==> src/common/cbs_pkg.sv <==
// Constants for the secondary status and bus number register block
package cbs_pkg;

  // Configuration dword offsets (byte addresses, dword aligned)
  localparam logic [7:0] CBS_OFS_STATUS_DW  = 8'h14;
  localparam logic [7:0] CBS_OFS_BUSNUM_DW  = 8'h18;

  // Printed byte offsets of the bus number registers
  localparam logic [7:0] CBS_OFS_PRIMARY    = 8'h18;
  localparam logic [7:0] CBS_OFS_SECONDARY  = 8'h19;
  localparam logic [7:0] CBS_OFS_SUBORD     = 8'h1A;

  // Byte lanes inside the addressed dword
  localparam int unsigned CBS_LANE_PRIMARY   = 0;
  localparam int unsigned CBS_LANE_SECONDARY = 1;
  localparam int unsigned CBS_LANE_SUBORD    = 2;
  localparam int unsigned CBS_LANE_STAT_LO   = 2;
  localparam int unsigned CBS_LANE_STAT_HI   = 3;

  // Secondary status sits in the upper half of its dword
  localparam int unsigned CBS_STATUS_SHIFT  = 16;

  // Secondary status field positions
  localparam int unsigned CBS_BIT_PARITY    = 15;
  localparam int unsigned CBS_BIT_SERR      = 14;
  localparam int unsigned CBS_BIT_MABORT    = 13;
  localparam int unsigned CBS_BIT_TABORT_RX = 12;
  localparam int unsigned CBS_BIT_TABORT_TX = 11;
  localparam int unsigned CBS_BIT_TIMING_HI = 10;
  localparam int unsigned CBS_BIT_TIMING_LO = 9;
  localparam int unsigned CBS_BIT_DPAR      = 8;
  localparam int unsigned CBS_BIT_B2B       = 7;
  localparam int unsigned CBS_BIT_UDF       = 6;
  localparam int unsigned CBS_BIT_DSPEED    = 5;

  // Hardwired field values
  localparam logic [1:0] CBS_DEVSEL_MEDIUM  = 2'h1;
  localparam logic       CBS_B2B_VALUE      = 1'b0;
  localparam logic       CBS_UDF_VALUE      = 1'b0;
  localparam logic       CBS_DSPEED_VALUE   = 1'b0;
  localparam logic [4:0] CBS_RSVD_VALUE     = 5'h00;

  // Reset values
  localparam logic [7:0] CBS_BUSNUM_RESET   = 8'h00;
  localparam logic       CBS_FLAG_RESET     = 1'b0;

  // Number of sticky error flags
  localparam int unsigned CBS_NUM_FLAGS     = 6;

  // Index of each flag in the flag vector
  localparam int unsigned CBS_FI_DPAR       = 0;
  localparam int unsigned CBS_FI_TABORT_TX  = 1;
  localparam int unsigned CBS_FI_TABORT_RX  = 2;
  localparam int unsigned CBS_FI_MABORT     = 3;
  localparam int unsigned CBS_FI_SERR       = 4;
  localparam int unsigned CBS_FI_PARITY     = 5;

endpackage

==> src/hw/cbs_sticky_flag.sv <==
// One sticky status flag, set by hardware, cleared by write-one
`timescale 1ns/1ps
module cbs_sticky_flag
  import cbs_pkg::*;
(
  input  wire logic core_clk,
  input  wire logic global_reset_n,
  input  wire logic set_evt,
  input  wire logic clr_req,
  output logic      flag_r
);

  // Of the resets, only the global reset clears; set wins over a same-cycle clear
  always_ff @(posedge core_clk) begin
    if (!global_reset_n) begin
      flag_r <= CBS_FLAG_RESET;
    end else if (set_evt) begin
      flag_r <= 1'b1;
    end else if (clr_req) begin
      flag_r <= 1'b0;
    end
  end

endmodule

==> src/hw/cbs_bridge_regs.sv <==
// Secondary status and bus number configuration registers of the bridge
//
// What this block does
// - Bit 15 set on secondary parity error
// - Bit 14 set on card system error
// - Card system error line never driven here
// - Bit 13 set on received master abort
// - Bit 12 set on received target abort
// - Bit 11 set on signaled target abort
// - Error flags clear on write of one
// - Bits 10 to 9 read 01b
// - Bit 8 needs parity error, master, enable
// - Bit 7 always reads zero
// - Bit 6 always reads zero
// - Bit 5 always reads zero
// - Bits 4 to 0 read zero
// - Of the two resets, only global reset clears error flags
// - Primary bus number at 18h, reset 00h
// - Secondary bus number at 19h, reset 00h
// - Forwarding decided from secondary and subordinate numbers only
// - Subordinate bus number at 1Ah
`timescale 1ns/1ps
module cbs_bridge_regs
  import cbs_pkg::*;
#(
  parameter int unsigned BUS_W = 8
)
(
  input  wire logic             core_clk,
  input  wire logic             rst_b,
  input  wire logic             global_reset_n,
  input  wire logic             cfg_wr,
  input  wire logic             cfg_rd,
  input  wire logic [7:0]       cfg_addr,
  input  wire logic [3:0]       cfg_be,
  input  wire logic [31:0]      cfg_wdata,
  output logic      [31:0]      cfg_rdata,
  output logic                  cfg_rvalid,
  input  wire logic             sec_parity_err,
  input  wire logic             card_serr_n,
  input  wire logic             sec_master_abort,
  input  wire logic             sec_target_abort_in,
  input  wire logic             sec_target_abort_out,
  input  wire logic             card_perr_n,
  input  wire logic             sec_was_master,
  input  wire logic             parity_resp_en,
  input  wire logic             fwd_req,
  input  wire logic [BUS_W-1:0] fwd_bus,
  output logic                  fwd_local,
  output logic                  fwd_pass,
  output logic                  fwd_drop,
  output logic      [15:0]      sec_status
);

  logic [BUS_W-1:0]         primary_bus_number_r;
  logic [BUS_W-1:0]         secondary_bus_number_r;
  logic [BUS_W-1:0]         subordinate_bus_number_r;
  logic [CBS_NUM_FLAGS-1:0] flag_set;
  logic [CBS_NUM_FLAGS-1:0] flag_clr;
  logic [CBS_NUM_FLAGS-1:0] flag_r;
  logic                     hit_status;
  logic                     hit_busnum;
  logic                     wr_hi;
  logic [7:0]               w1c_byte;
  logic [15:0]              status_val;
  logic [31:0]              rdata_nxt;
  logic                     sec_parity_detected;
  logic                     sec_system_error_seen;
  logic                     sec_master_abort_received;
  logic                     sec_target_abort_received;
  logic                     sec_target_abort_signaled;
  logic                     sec_data_parity_reported;
  logic [1:0]               sec_devsel_timing;
  logic                     sec_back_to_back_capable;
  logic                     sec_user_feature_support;
  logic                     sec_double_speed_capable;

  assign hit_status = (cfg_addr == CBS_OFS_STATUS_DW);
  assign hit_busnum = (cfg_addr == CBS_OFS_BUSNUM_DW);

  // Every flag of bits 15..8 lives in the top byte lane
  assign wr_hi    = cfg_wr && hit_status && cfg_be[CBS_LANE_STAT_HI];
  assign w1c_byte = wr_hi ? cfg_wdata[31:24] : 8'h00;

  assign flag_set[CBS_FI_PARITY]    = sec_parity_err;
  assign flag_set[CBS_FI_SERR]      = !card_serr_n;
  assign flag_set[CBS_FI_MABORT]    = sec_master_abort;
  assign flag_set[CBS_FI_TABORT_RX] = sec_target_abort_in;
  assign flag_set[CBS_FI_TABORT_TX] = sec_target_abort_out;
  assign flag_set[CBS_FI_DPAR]      = !card_perr_n && sec_was_master && parity_resp_en;

  assign flag_clr[CBS_FI_PARITY]    = w1c_byte[CBS_BIT_PARITY - 8];
  assign flag_clr[CBS_FI_SERR]      = w1c_byte[CBS_BIT_SERR - 8];
  assign flag_clr[CBS_FI_MABORT]    = w1c_byte[CBS_BIT_MABORT - 8];
  assign flag_clr[CBS_FI_TABORT_RX] = w1c_byte[CBS_BIT_TABORT_RX - 8];
  assign flag_clr[CBS_FI_TABORT_TX] = w1c_byte[CBS_BIT_TABORT_TX - 8];
  assign flag_clr[CBS_FI_DPAR]      = w1c_byte[CBS_BIT_DPAR - 8];

  genvar gi;
  generate
    for (gi = 0; gi < CBS_NUM_FLAGS; gi++) begin : g_flag
      cbs_sticky_flag u_flag (
        .core_clk       (core_clk),
        .global_reset_n (global_reset_n),
        .set_evt        (flag_set[gi]),
        .clr_req        (flag_clr[gi]),
        .flag_r         (flag_r[gi])
      );
    end
  endgenerate

  assign sec_parity_detected       = flag_r[CBS_FI_PARITY];
  assign sec_system_error_seen     = flag_r[CBS_FI_SERR];
  assign sec_master_abort_received = flag_r[CBS_FI_MABORT];
  assign sec_target_abort_received = flag_r[CBS_FI_TABORT_RX];
  assign sec_target_abort_signaled = flag_r[CBS_FI_TABORT_TX];
  assign sec_data_parity_reported  = flag_r[CBS_FI_DPAR];

  assign sec_devsel_timing        = CBS_DEVSEL_MEDIUM;
  assign sec_back_to_back_capable = CBS_B2B_VALUE;
  assign sec_user_feature_support = CBS_UDF_VALUE;
  assign sec_double_speed_capable = CBS_DSPEED_VALUE;

  assign status_val = {sec_parity_detected, sec_system_error_seen,
                       sec_master_abort_received, sec_target_abort_received,
                       sec_target_abort_signaled, sec_devsel_timing,
                       sec_data_parity_reported, sec_back_to_back_capable,
                       sec_user_feature_support, sec_double_speed_capable,
                       CBS_RSVD_VALUE};

  assign sec_status = status_val;

  always_ff @(posedge core_clk) begin
    if (!rst_b || !global_reset_n) begin
      primary_bus_number_r <= BUS_W'(CBS_BUSNUM_RESET);
    end else if (cfg_wr && hit_busnum && cfg_be[CBS_LANE_PRIMARY]) begin
      primary_bus_number_r <= cfg_wdata[7:0];
    end
  end

  always_ff @(posedge core_clk) begin
    if (!rst_b || !global_reset_n) begin
      secondary_bus_number_r <= BUS_W'(CBS_BUSNUM_RESET);
    end else if (cfg_wr && hit_busnum && cfg_be[CBS_LANE_SECONDARY]) begin
      secondary_bus_number_r <= cfg_wdata[15:8];
    end
  end

  always_ff @(posedge core_clk) begin
    if (!rst_b || !global_reset_n) begin
      subordinate_bus_number_r <= BUS_W'(CBS_BUSNUM_RESET);
    end else if (cfg_wr && hit_busnum && cfg_be[CBS_LANE_SUBORD]) begin
      subordinate_bus_number_r <= cfg_wdata[23:16];
    end
  end

  // Unmapped dwords and unused lanes read as zero
  always_comb begin
    rdata_nxt = 32'h0000_0000;
    if (hit_status) begin
      rdata_nxt[31:16] = status_val;
    end else if (hit_busnum) begin
      rdata_nxt[7:0]   = primary_bus_number_r;
      rdata_nxt[15:8]  = secondary_bus_number_r;
      rdata_nxt[23:16] = subordinate_bus_number_r;
    end
  end

  // Read data is captured so it stays stable for the host
  always_ff @(posedge core_clk) begin
    if (!rst_b) begin
      cfg_rdata  <= 32'h0000_0000;
      cfg_rvalid <= 1'b0;
    end else begin
      cfg_rvalid <= cfg_rd;
      if (cfg_rd) begin
        cfg_rdata <= rdata_nxt;
      end
    end
  end

  always_ff @(posedge core_clk) begin
    if (!rst_b) begin
      fwd_local <= 1'b0;
      fwd_pass  <= 1'b0;
      fwd_drop  <= 1'b0;
    end else begin
      fwd_local <= fwd_req && (fwd_bus == secondary_bus_number_r);
      fwd_pass  <= fwd_req && (fwd_bus > secondary_bus_number_r)
                   && (fwd_bus <= subordinate_bus_number_r);
      fwd_drop  <= fwd_req && !((fwd_bus == secondary_bus_number_r)
                   || ((fwd_bus > secondary_bus_number_r)
                   && (fwd_bus <= subordinate_bus_number_r)));
    end
  end

  // Primary number is not compared: a bus equal to it is upstream, hence dropped
  // by the range test as long as software keeps primary below secondary.

  a_parity_sets: assert property (
    @(posedge core_clk) disable iff (!global_reset_n)
    sec_parity_err |=> sec_status[CBS_BIT_PARITY])
    else $error("parity flag not set after event");

  a_serr_sets: assert property (
    @(posedge core_clk) disable iff (!global_reset_n)
    !card_serr_n |=> sec_status[CBS_BIT_SERR])
    else $error("system error flag not set");

  a_mabort_sets: assert property (
    @(posedge core_clk) disable iff (!global_reset_n)
    sec_master_abort |=> sec_status[CBS_BIT_MABORT])
    else $error("master abort flag not set");

  a_tabort_rx_sets: assert property (
    @(posedge core_clk) disable iff (!global_reset_n)
    sec_target_abort_in |=> sec_status[CBS_BIT_TABORT_RX])
    else $error("received target abort flag not set");

  a_tabort_tx_sets: assert property (
    @(posedge core_clk) disable iff (!global_reset_n)
    sec_target_abort_out |=> sec_status[CBS_BIT_TABORT_TX])
    else $error("signaled target abort flag not set");

  a_w1c_clears: assert property (
    @(posedge core_clk) disable iff (!global_reset_n)
    (wr_hi && cfg_wdata[31] && !sec_parity_err) |=> !sec_status[CBS_BIT_PARITY])
    else $error("write one did not clear parity flag");

  a_timing_fixed: assert property (
    @(posedge core_clk) disable iff (!rst_b)
    cfg_rvalid && $past(cfg_addr) == CBS_OFS_STATUS_DW |->
      cfg_rdata[26:25] == CBS_DEVSEL_MEDIUM && cfg_rdata[23:16] == 8'h00)
    else $error("hardwired status field wrong");

  a_dpar_gated: assert property (
    @(posedge core_clk) disable iff (!global_reset_n)
    (!sec_status[CBS_BIT_DPAR] && !(!card_perr_n && sec_was_master && parity_resp_en))
      |=> !sec_status[CBS_BIT_DPAR])
    else $error("data parity flag set without cause");

  a_low_bits_zero: assert property (
    @(posedge core_clk) sec_status[7:0] == 8'h00)
    else $error("status bits 7 to 0 not zero");

  a_flags_hold: assert property (
    @(posedge core_clk) disable iff (!global_reset_n)
    (!wr_hi && flag_set == '0) |=> $stable(flag_r))
    else $error("flags changed without write or event");

  a_primary_write: assert property (
    @(posedge core_clk) disable iff (!rst_b || !global_reset_n)
    (cfg_wr && hit_busnum && cfg_be[0]) ##1 (cfg_rd && hit_busnum && !cfg_wr)
      |=> cfg_rdata[7:0] == $past(cfg_wdata[7:0], 2))
    else $error("primary bus number not stored");

  a_fwd_onehot: assert property (
    @(posedge core_clk) disable iff (!rst_b)
    fwd_req |=> $onehot({fwd_local, fwd_pass, fwd_drop}))
    else $error("forward decision not exactly one");

  a_fwd_local: assert property (
    @(posedge core_clk) disable iff (!rst_b || !global_reset_n)
    (fwd_req && fwd_bus == secondary_bus_number_r) |=> fwd_local && !fwd_pass)
    else $error("local card access not selected");

  a_dpar_sets: assert property (
    @(posedge core_clk) disable iff (!global_reset_n)
    (!card_perr_n && sec_was_master && parity_resp_en) |=> sec_status[CBS_BIT_DPAR])
    else $error("data parity flag not set");

  a_dpar_clears: assert property (
    @(posedge core_clk) disable iff (!global_reset_n)
    (wr_hi && cfg_wdata[CBS_BIT_DPAR + CBS_STATUS_SHIFT] && !flag_set[CBS_FI_DPAR])
      |=> !sec_status[CBS_BIT_DPAR])
    else $error("write one did not clear data parity flag");

  a_zero_write_keeps: assert property (
    @(posedge core_clk) disable iff (!global_reset_n)
    (wr_hi && cfg_wdata[31:24] == 8'h00 && flag_set == '0) |=> $stable(sec_status))
    else $error("zero write changed status");

  a_flags_global_clear: assert property (
    @(posedge core_clk)
    !global_reset_n |=> flag_r == {CBS_NUM_FLAGS{CBS_FLAG_RESET}})
    else $error("global reset did not clear flags");

  a_local_reset_keeps: assert property (
    @(posedge core_clk) disable iff (!global_reset_n)
    (!rst_b && !wr_hi) |=> flag_r == ($past(flag_r) | $past(flag_set)))
    else $error("local reset disturbed error flags");

  a_busnum_reset: assert property (
    @(posedge core_clk)
    (!rst_b || !global_reset_n) |=> primary_bus_number_r == BUS_W'(CBS_BUSNUM_RESET)
      && secondary_bus_number_r == BUS_W'(CBS_BUSNUM_RESET)
      && subordinate_bus_number_r == BUS_W'(CBS_BUSNUM_RESET))
    else $error("bus numbers not reset");

  a_secondary_write: assert property (
    @(posedge core_clk) disable iff (!rst_b || !global_reset_n)
    (cfg_wr && hit_busnum && cfg_be[CBS_LANE_SECONDARY])
      |=> secondary_bus_number_r == $past(cfg_wdata[15:8]))
    else $error("secondary bus number not stored");

  a_subord_write: assert property (
    @(posedge core_clk) disable iff (!rst_b || !global_reset_n)
    (cfg_wr && hit_busnum && cfg_be[CBS_LANE_SUBORD])
      |=> subordinate_bus_number_r == $past(cfg_wdata[23:16]))
    else $error("subordinate bus number not stored");

  a_fwd_pass: assert property (
    @(posedge core_clk) disable iff (!rst_b || !global_reset_n)
    (fwd_req && fwd_bus > secondary_bus_number_r && fwd_bus <= subordinate_bus_number_r)
      |=> fwd_pass && !fwd_local && !fwd_drop)
    else $error("in-range bus not passed");

  a_fwd_drop: assert property (
    @(posedge core_clk) disable iff (!rst_b || !global_reset_n)
    (fwd_req && fwd_bus != secondary_bus_number_r
      && (fwd_bus < secondary_bus_number_r || fwd_bus > subordinate_bus_number_r))
      |=> fwd_drop && !fwd_local && !fwd_pass)
    else $error("out-of-range bus not dropped");

  a_fwd_idle: assert property (
    @(posedge core_clk) disable iff (!rst_b)
    !fwd_req |=> !fwd_local && !fwd_pass && !fwd_drop)
    else $error("forward decision without request");

  a_read_pulse: assert property (
    @(posedge core_clk) disable iff (!rst_b)
    cfg_rd |=> cfg_rvalid)
    else $error("read valid missing after read");

endmodule

==> config.mk <==
export PLATFORM = sky130hd
export DESIGN_NAME = cbs_bridge_regs
export DESIGN_NICKNAME = d
export VERILOG_FILES = /design/src/common/cbs_pkg.sv /design/src/hw/cbs_sticky_flag.sv /design/src/hw/cbs_bridge_regs.sv
export SDC_FILE = /design/constraint.sdc
export NUM_CORES = 1
export LEC_CHECK = 0
export ABC_AREA = 1
export BUFFER_PORTS_ARGS = -buffer_cell sky130_fd_sc_hd__buf_2
export CAP_MARGIN = 20
export CORE_UTILIZATION = 50
export DETAILED_ROUTE_END_ITERATION = 8
export PLACE_DENSITY = 0.81
export SYNTH_ARGS = -nofsm -noshare
export SYNTH_HDL_FRONTEND = slang
export SYNTH_SLANG_ARGS = --single-unit
==> constraint.sdc <==
create_clock -name core_clk -period 3.33 [get_ports core_clk]
set_input_delay 0.333 -clock core_clk [delete_from_list [all_inputs] [get_ports core_clk]]
set_output_delay 0.333 -clock core_clk [all_outputs]
set_load 0.1 [all_outputs]
== Word level (Yosys, flattened, before mapping) ==
Cells that the tools add are included.
Storage, ports and cells
  bits of input ports: 66
  logic and storage cells: 61
  output and inout bits: 52
  register bits: 66
Operators by class
  reductions and logical operators: 24
  mux-type cells: 17
  $lt $le $gt $ge: 2
  equality and inequality tests: 4
Operators by type and width (count)
  $mux 24: 1
  $mux 8: 3
  $eq 8x5->1 const B: 2
  $mux 16: 1
  $logic_and 1x1->1: 13
  $mux 1: 12
  $reduce_bool 2->1: 5
  $eq 8x8->1: 1
  $gt 8x8->1: 1
  $le 8x8->1: 1
  $logic_not 1->1: 4
  $logic_or 1x1->1: 2
  $ne 2x1->1 const B: 1

== Depth between registers and ports, before layout ==
Gate-level depths: netlist (run 1).
  word-level depth: 6
  gate-level depth with buffers: 12
  gate-level depth less buffers: 12

== Cells and area by module ==
From an unflattened synthesis (run 1), not the netlist that was laid out.
Second synthesis, totals
  cells, all modules: 446
  area, all modules: 3184.3 um2
By module, submodules not included
  cbs_bridge_regs: sequential area each 1181.1 um2, area each 2921.6 um2, instances 1, cells an instance 410
  cbs_sticky_flag: sequential area each 20.0 um2, area each 43.8 um2, instances 6, cells an instance 6

== Worst setup path after synthesis (run 1) ==
Ideal clock, no wire load.
  path type: input to register
  start: in cfg_addr[7]
  end: reg primary_bus_number_r[2]
  arrival time: 1209 ps
  library setup time: 113 ps
  slack: 2008 ps
  buffers on the path: 1
  stages on the path: 9
  required time: 3217 ps
  cells stage by stage: nor2_2 > nand3_4 > nor2_8 > nand2_4 > nor2_8 > buf_6 > nand2_1 > nand2_1 > nor2_1
Between the ends
  cells in the longest elaborated chain, start to end: 3
RTL lines
  start, declared: line cbs_bridge_regs.sv:34  | input wire logic [7:0] cfg_addr,
  $eq 8x5->1: line cbs_bridge_regs.sv:79  | assign hit_busnum = (cfg_addr == CBS_OFS_BUSNUM_DW);
  $logic_and 1x1->1 (2 in series): line cbs_bridge_regs.sv:136  | end else if (cfg_wr && hit_busnum && cfg_be[CBS_LANE_PRIMARY]) begin
  end signal, assigned: line cbs_bridge_regs.sv:135  | primary_bus_number_r <= BUS_W'(CBS_BUSNUM_RESET);
  end signal, assigned: line cbs_bridge_regs.sv:137  | primary_bus_number_r <= cfg_wdata[7:0];
  end, declared: line cbs_bridge_regs.sv:55  | logic [BUS_W-1:0] primary_bus_number_r;
No other way between the ends.
A chain may end at the register's enable or synchronous reset.

==> results.md, run 1 <==
* WL final at about 7000 microns
* Share of flip-flops with an asynchronous set or reset at 0%
* Area contributors post-synth: dfxtp_1 (42%), nand2_1 (14%), nor2_1 (7.3%), a21oi_1 (6.9%), inv_1 (6.5%)
* Setup violators final at 0
* Resized cells post-CTS at 0
* Biggest cell delay along the critical path at 0.60 ns
* Status: complete, no violations
* Post-route cell area at between 3000 and 4000 sq um
* Register area share after synthesis at a little over two fifths
* Final non-filler cell total at 608
* Clock-pin slew on the worst setup and hold paths at ~0.07 ns
* Post-DP HPWL at ~5200 microns
* Die width at about 81 microns
* Global-route wire length before repair at roughly 11000 microns
* Drt drc at 0
* Core Box Area at approximately 6000 sq um
* CTS H-Tree Depth at 3
* Post-route ant nets at 0
* Vias/cell at 4.79
* Worst-margin pin slew at ~0.95 ns
* Starting Density at 52.4%
* Ys Warns at 0
* Critical Path Slowest Stage Cell: inv_1
* RePlAce Congestion at 0.914
* Ys flop type: dfxtp_1
* Die area at about 6600 sq um
* Startpoint Class: input pin
* Post-synthesis cell type count at 25
* Hold Violations, Final at 0
* Syn Inst Count at 436
* Unrepaired setup endpoints after global routing: no
* Routed len/inst at 11.5 microns
* Max Slew Vio Count at 0
* Crit share post-route at 53.6%
* Initial antenna violation count at 0
* Pwr/cell area at 431 nW/um^2
* Area leader, netlist: dfxtp_1
* Commonest non-fill, non-tap cell in the layout: nand2_1
* Post-Place Cells at 592
* Top Ports at 118
* Worst VDD drop at 0.000249 V
* Post-CTS Setup Repair Bufs at 0
* Max Cap Viol at 0
* CTS tree: done
* Pleak at 1.88 nW
* Num CTS Buffers at 9
* Crit Path Max Fanout at 31
* Tmin final at 1.79 ns
* Hold slack at 0.176 ns
* Post-synth top area share at between 40% and 50%
* Diodes inserted at 0
* Die height at 81.0 microns
* Dpl ws at ~1.2 ns
* Layout net count at approximately 600
* Total negative setup slack at 0 ns
* # clock sinks at 65
* Syn_area_per_cell at ~7.2 sq um
* Most frequent cells in the layout: nand2_1 (113), buf_2 (104), dfxtp_1 (65)
* All-Layer GR Usage at 21.9%
* Pin count of the biggest net entering global routing at 32
* Post-CTS Hold Fix Bufs at 0
* Hold/Removal Path Class: input pin to flop
* TritonRoute pass-1 iters at 4
* Fill count at 565
* Worst-Skew Late Latency at 0.33 ns
* Drt initial violations at 82
* Flip-flop and latch count after synthesis at 65
* Max-slew headroom at ~37%
* Final worst setup slack at 1.54 ns
* Number of global-route vias before repair at 2552
* CP endpoint kind: flop
* Synthesized cell area at 3120 sq um
* CTS root buffer: clkbuf_8
* P&R area growth vs syn at 19.9%
* Clock Path Buffers at 2
* Worst Path Arrival at 2.04 ns
* Number of port buffers at 104
* Post-synth EDFFs at 0
* Placed Area at 3570 sq um
* # rows at 28
* Worst Setup Path Type: input pin to flop
* Vias at approximately 2900
* CP Data Required Time at 3.58 ns
* Fmax at between 500 and 600 MHz
* GRT overflow at 0
* Fin Clk Skew at 0.00487 ns
* Fraction of layout cells with a size suffix above 1 at 24.4%
* Worst-path cell chain: buf_2 > inv_1 > nor2_2 > nand2_1 > a21oi_1
state kept, by name (all words and copies together) (netlist names):
signal,flops
cfg_rdata,31
primary_bus_number_r,8
secondary_bus_number_r,8
subordinate_bus_number_r,8
g_flag.u_flag.flag_r,6
cfg_rvalid,1
fwd_drop,1
fwd_local,1
fwd_pass,1
logic make-up (layout without fill, tap and decap cells):
group | after synthesis | in the layout | synth area share [%]
AOI/OAI and AO/OA | 46 | 46 | 7.53
adders and majority gates | 16 | 16 | 6.41
buffers and inverters | 87 | 175 | 13.1
DFF | 65 | 65 | 41.7
other | 2 | 11 | 0.240
and+or+nand+nor | 220 | 220 | 31.1
through the flow:
| stage | utilization (%) | power [W] |
|---|---|---|
| after floorplan | - | 0.000997 |
| after global placement | 59.9 | 0.00104 |
| after detailed placement | 59.9 | 0.00104 |
| after CTS | 62.9 | 0.00163 |
| after global routing | 62.9 | 0.00168 |
| final | 62.9 | 0.00162 |
final cells by class:
type                            count  area (sq um)  share of cell area [%]
Tap cell                           75          93.8                    2.51
Inverter                           55           206                    5.51
Clock buffer                       13           159                    4.24
Sequential cell                    65          1300                    34.8
Timing Repair Buffer              104           520                    13.9
Multi-Input combinational cell    293          1450                    38.7
Clock inverter                      3          15.0                   0.401
path summary, 6_finish.rpt:
check | from | to | slack (ns) | depth (start not counted)
worst max register to register | secondary_bus_number_r[7] | fwd_pass | 1.93 | 9
worst min-delay path | card_serr_n | g_flag[4].u_flag.flag_r | 0.18 | 2
worst max-delay path | cfg_rd | cfg_rdata[27] | 1.54 | 5
worst min register to register | cfg_rdata[13] | cfg_rdata[13] | 0.46 | 2
cells in the mapped netlist, types with 3 or more instances:
master	n
nor2_1	61
ha_1	16
dfxtp_1	65
buf_1	4
nand2_1	113
clkbuf_1	7
buf_4	17
a21oi_1	43
nor2_2	4
nor2_8	3
inv_1	54
nand3_1	25
nand4_1	8
power breakdown:
group	total [W]	internal (W)	leakage (nW)	switching (W)
Clock	0.000589	0.000308	0.0932	0.000282
Combinational	0.000237	0.0000546	1.26	0.000182
Sequential	0.000789	0.000785	0.526	0.00000426
Total	0.00162	0.00115	1.88	0.000468
worst max-delay path, delay by kind of cell:
family / cells / cell delay (ns)
simple gates: 2 / 0.51
compound gates: 1 / 0.14
buf+inv: 2 / 1.05
layer usage:
| metal | wire length [microns] | GRT usage [%] |
|---|---|---|
| met4 | 132 | 10.0 |
| met5 | 0 | 0 |
| met1 | 3190 | 25.9 |
| met3 | 384 | 4.04 |
| met2 | 3290 | 38.1 |
Note: power is estimated with default switching activity, not from simulation.
==> run 2: changes to the inputs <==
- ABC_AREA: 1 -> 0
- CORE_UTILIZATION: 50 -> 44
- PLACE_DENSITY: 0.81 -> 0.77
- clock period: 3.33 -> 1.6 ns (I/O delays scaled with it)
==> run 2 against run 1 <==
  * First-iteration DRC count down 20%
  * Register-to-register slack got worse by 1.9 ns
  * Clock-buffer cell count did not move
  * Critical path depth stayed put
  * Power increased by 120%
  * Synthesized cell count down 32%
  * Via count decreased by 16%
  * Clock skew grew 0.00082 ns
  * Cell area rose by 3.7%
  * Area after synthesis is 5.8% lower
==> results.md, run 2 <==
* Status: complete, no violations
* Post-synth EDFFs at 0
* Total negative setup slack at 0 ns
* Flop pwr share at roughly 46%
* CTS root buffer: clkbuf_8
* Crit share post-route at a little over nine tenths
* Fin util at around 60%
* Flip-flop and latch count after synthesis at 65
* Initial antenna violation count at 0
* Vias/cell at 5.01
* CTS tree: done
* Hold/Removal Path Class: input pin to flop
* Top Ports at ~120
* Crit Path Max Fanout at 3
* Drt drc at 0
* Fin Clk Skew at 0.00569 ns
* Setup violators final at 0
* Syn_area_per_cell at approximately 10 sq um
* Post-synthesis cell type count at 33
* Routed len/inst at ~13 microns
* Core Box Area at 6390 sq um
* WL final at 6620 microns
* Critical Path Slowest Stage Cell: or3_4
* Most frequent cells in the layout: buf_2 (104), dfxtp_1 (56), and2_1 (31)
* Clock-pin slew on the worst setup and hold paths at 0.07 ns
* CP endpoint kind: flop
* Worst-path cell chain: inv_1 > ha_1 > nand4_1 > or3_4 > nor4bb_2
* Die area at 7010 sq um
* Synthesized cell area at ~2900 sq um
* FF-to-FF setup slack at 0.02 ns
* Vias at 2459
* Post-synth top cells: dfxtp_1 (65), and2_1 (31), a22o_1 (30), nor2_1 (28), mux2i_1 (24)
* RePlAce Congestion at just over 0.8
* Share of flip-flops with an asynchronous set or reset at 0%
* Number of port buffers at approximately 100
* CTS H-Tree Depth at 3
* Ys Warns at 0
* Die height at 83.7 microns
* Biggest register: cfg_rdata
* Worst Setup Path Type: flop to flop
* Max Slew Vio Count at 0
* TritonRoute pass-1 iters at 4
* Clock power frac at 41.0%
* Global-route wire length before repair at 10500 microns
* Num CTS Buffers at 9
* Post-route ant nets at 0
* Fmax at 634 MHz
* Fraction of layout cells with a size suffix above 1 at 40.3%
* Gate power share at 13.3%
* Startpoint Class: flop
* Most common cell in the netlist: dfxtp_1
* Hold path depth at 2
* GRT overflow at 0
* Terminus of the critical flop-to-flop path: fwd_pass
* WHS Endpoint: g_flag[2].u_flag.flag_r
* R2r startpoint: secondary_bus_number_r[6]
* P&R area growth vs syn at 32.1%
* Worst Path Arrival at 1.78 ns
* Syn Inst Count at 295
* Ys flop type: dfxtp_1
* Post-DP HPWL at ~4800 microns
* Pin count of the biggest net entering global routing at 32
* Internal Pwr Total at 0.00265 W
* Layout net count at 492
* Biggest cell delay along the critical path at roughly 0.4 ns
* Hold Violations, Final at 0
* CP Data Required Time at 1.81 ns
* Register area share after synthesis at 44.3%
* Pleak at 1.96 nW
* Clock Path Buffers at 2
* Worst-Skew Late Latency at about 0.33 ns
* Commonest non-fill, non-tap cell in the layout: buf_2
* Die width at 83.7 microns
* Area contributors post-synth: dfxtp_1 (44%), a22o_1 (8.9%), mux2i_1 (8.2%), ha_1 (6.8%), and2_1 (6.6%)
* Pwr/cell area at a little over 900 nW/um^2
* Diodes inserted at 0
* Worst VDD drop at 0.000600 V
* Number of global-route vias before repair at 2326
* Starting Density at 46.0%
* # rows at 29
* Post-synth top area share at 44.3%
* Switch Pwr at 0.000938 W
* # clock sinks at 65
* Hold Crit Start: sec_target_abort_in
* Area leader, netlist: dfxtp_1
* Tmin final at 1.58 ns
* Drt initial violations at 66
* Switching Share at about a quarter
* Fill count at between 500 and 600
* Largest register FFs at 31
* Max Cap Viol at 0
* All-Layer GR Usage at 18.8%
* Reg2Reg Depth at 5
-- run 2: how the worst max path moves through the flow --
stage | startpoint | end | slack, ns | depth (start not counted)
finish | secondary_bus_number_r[6] | fwd_pass | 0.02 | 5
floorplan | secondary_bus_number_r[1] | fwd_drop | 0.0002 | 7
detailed placement | cfg_addr[1] | secondary_bus_number_r[2] | -0.15 | 7
global placement | cfg_addr[1] | subordinate_bus_number_r[5] | -0.11 | 7
global route | secondary_bus_number_r[3] | fwd_pass | -0.03 | 7
CTS | secondary_bus_number_r[1] | fwd_drop | 0.03 | 7
-- run 2: cell families after synthesis --
kind of cell               count (synthesis)  synth area share [%]
and+or+nand+nor                           86                  16.8
DFF                                       65                  44.3
AOI/OAI and AO/OA                         57                  15.2
buffers and inverters                     45                  8.47
muxes                                     24                  8.17
adders and majority gates                 16                  6.81
other                                      2                 0.255
-- run 2: power groups by stage --
stage / combinational [W] / sequential (W) / clock, W
3_3_place_gp: 0.000442 / 0.00168 / 0
4_1_cts: 0.000454 / 0.00164 / 0.00150
3_5_place_dp: 0.000449 / 0.00168 / 0
5_1_grt: 0.000505 / 0.00164 / 0.00157
6_report: 0.000476 / 0.00164 / 0.00147
2_1_floorplan: 0.000321 / 0.00170 / 0
-- run 2: layout make-up --
class / instances / area, sq um / share of cell area [%]
Clock buffer: 13 / 179 / 4.61
Clock inverter: 2 / 35.0 / 0.902
Inverter: 17 / 63.8 / 1.64
Multi-Input combinational cell: 194 / 1520 / 39.1
Sequential cell: 65 / 1310 / 33.8
Tap cell: 77 / 96.3 / 2.48
Timing Repair Buffer: 123 / 678 / 17.5
-- run 2: worst max-delay path: cells and delay by family, from the launching register on --
family / cells / cell delay [ns]
flops: 1 / 0.35
simple gates: 3 / 0.77
fa+ha+maj: 1 / 0.29
buf+inv: 1 / 0.05
-- run 2: through the flow --
stage	cells	area (sq um)	hold slack, ns	power, W	worst slack [ns]
after floorplan	304	2980	0.266	0.00202	0.000226
after CTS	490	3780	0.0181	0.00359	0.0300
after global placement	474	3550	0.351	0.00212	-0.109
after global routing	491	3880	0.0257	0.00372	-0.0331
final	491	3880	0.0290	0.00358	0.0224
after detailed placement	474	3550	0.354	0.00213	-0.154
-- run 2: layer usage --
layer / share of wire (%) / vias up / GRT usage [%]
li1: - / 1220 / -
met1: 46 / 1142 / 23.6
met2: 48 / 83 / 31.1
met3: 4.5 / 14 / 3.76
met4: 1.9 / 0 / 8.63
met5: 0 / - / 0
-- run 2: timing repair --
action / in CTS / in global routing
setup buffers: 0 / 1
hold buffers: 1 / 0
hold endpoints to repair: 1 / 0
pin swaps: 1 / 8
endpoints found under the setup margin: 2 / 2
resized for setup: 1 / 22
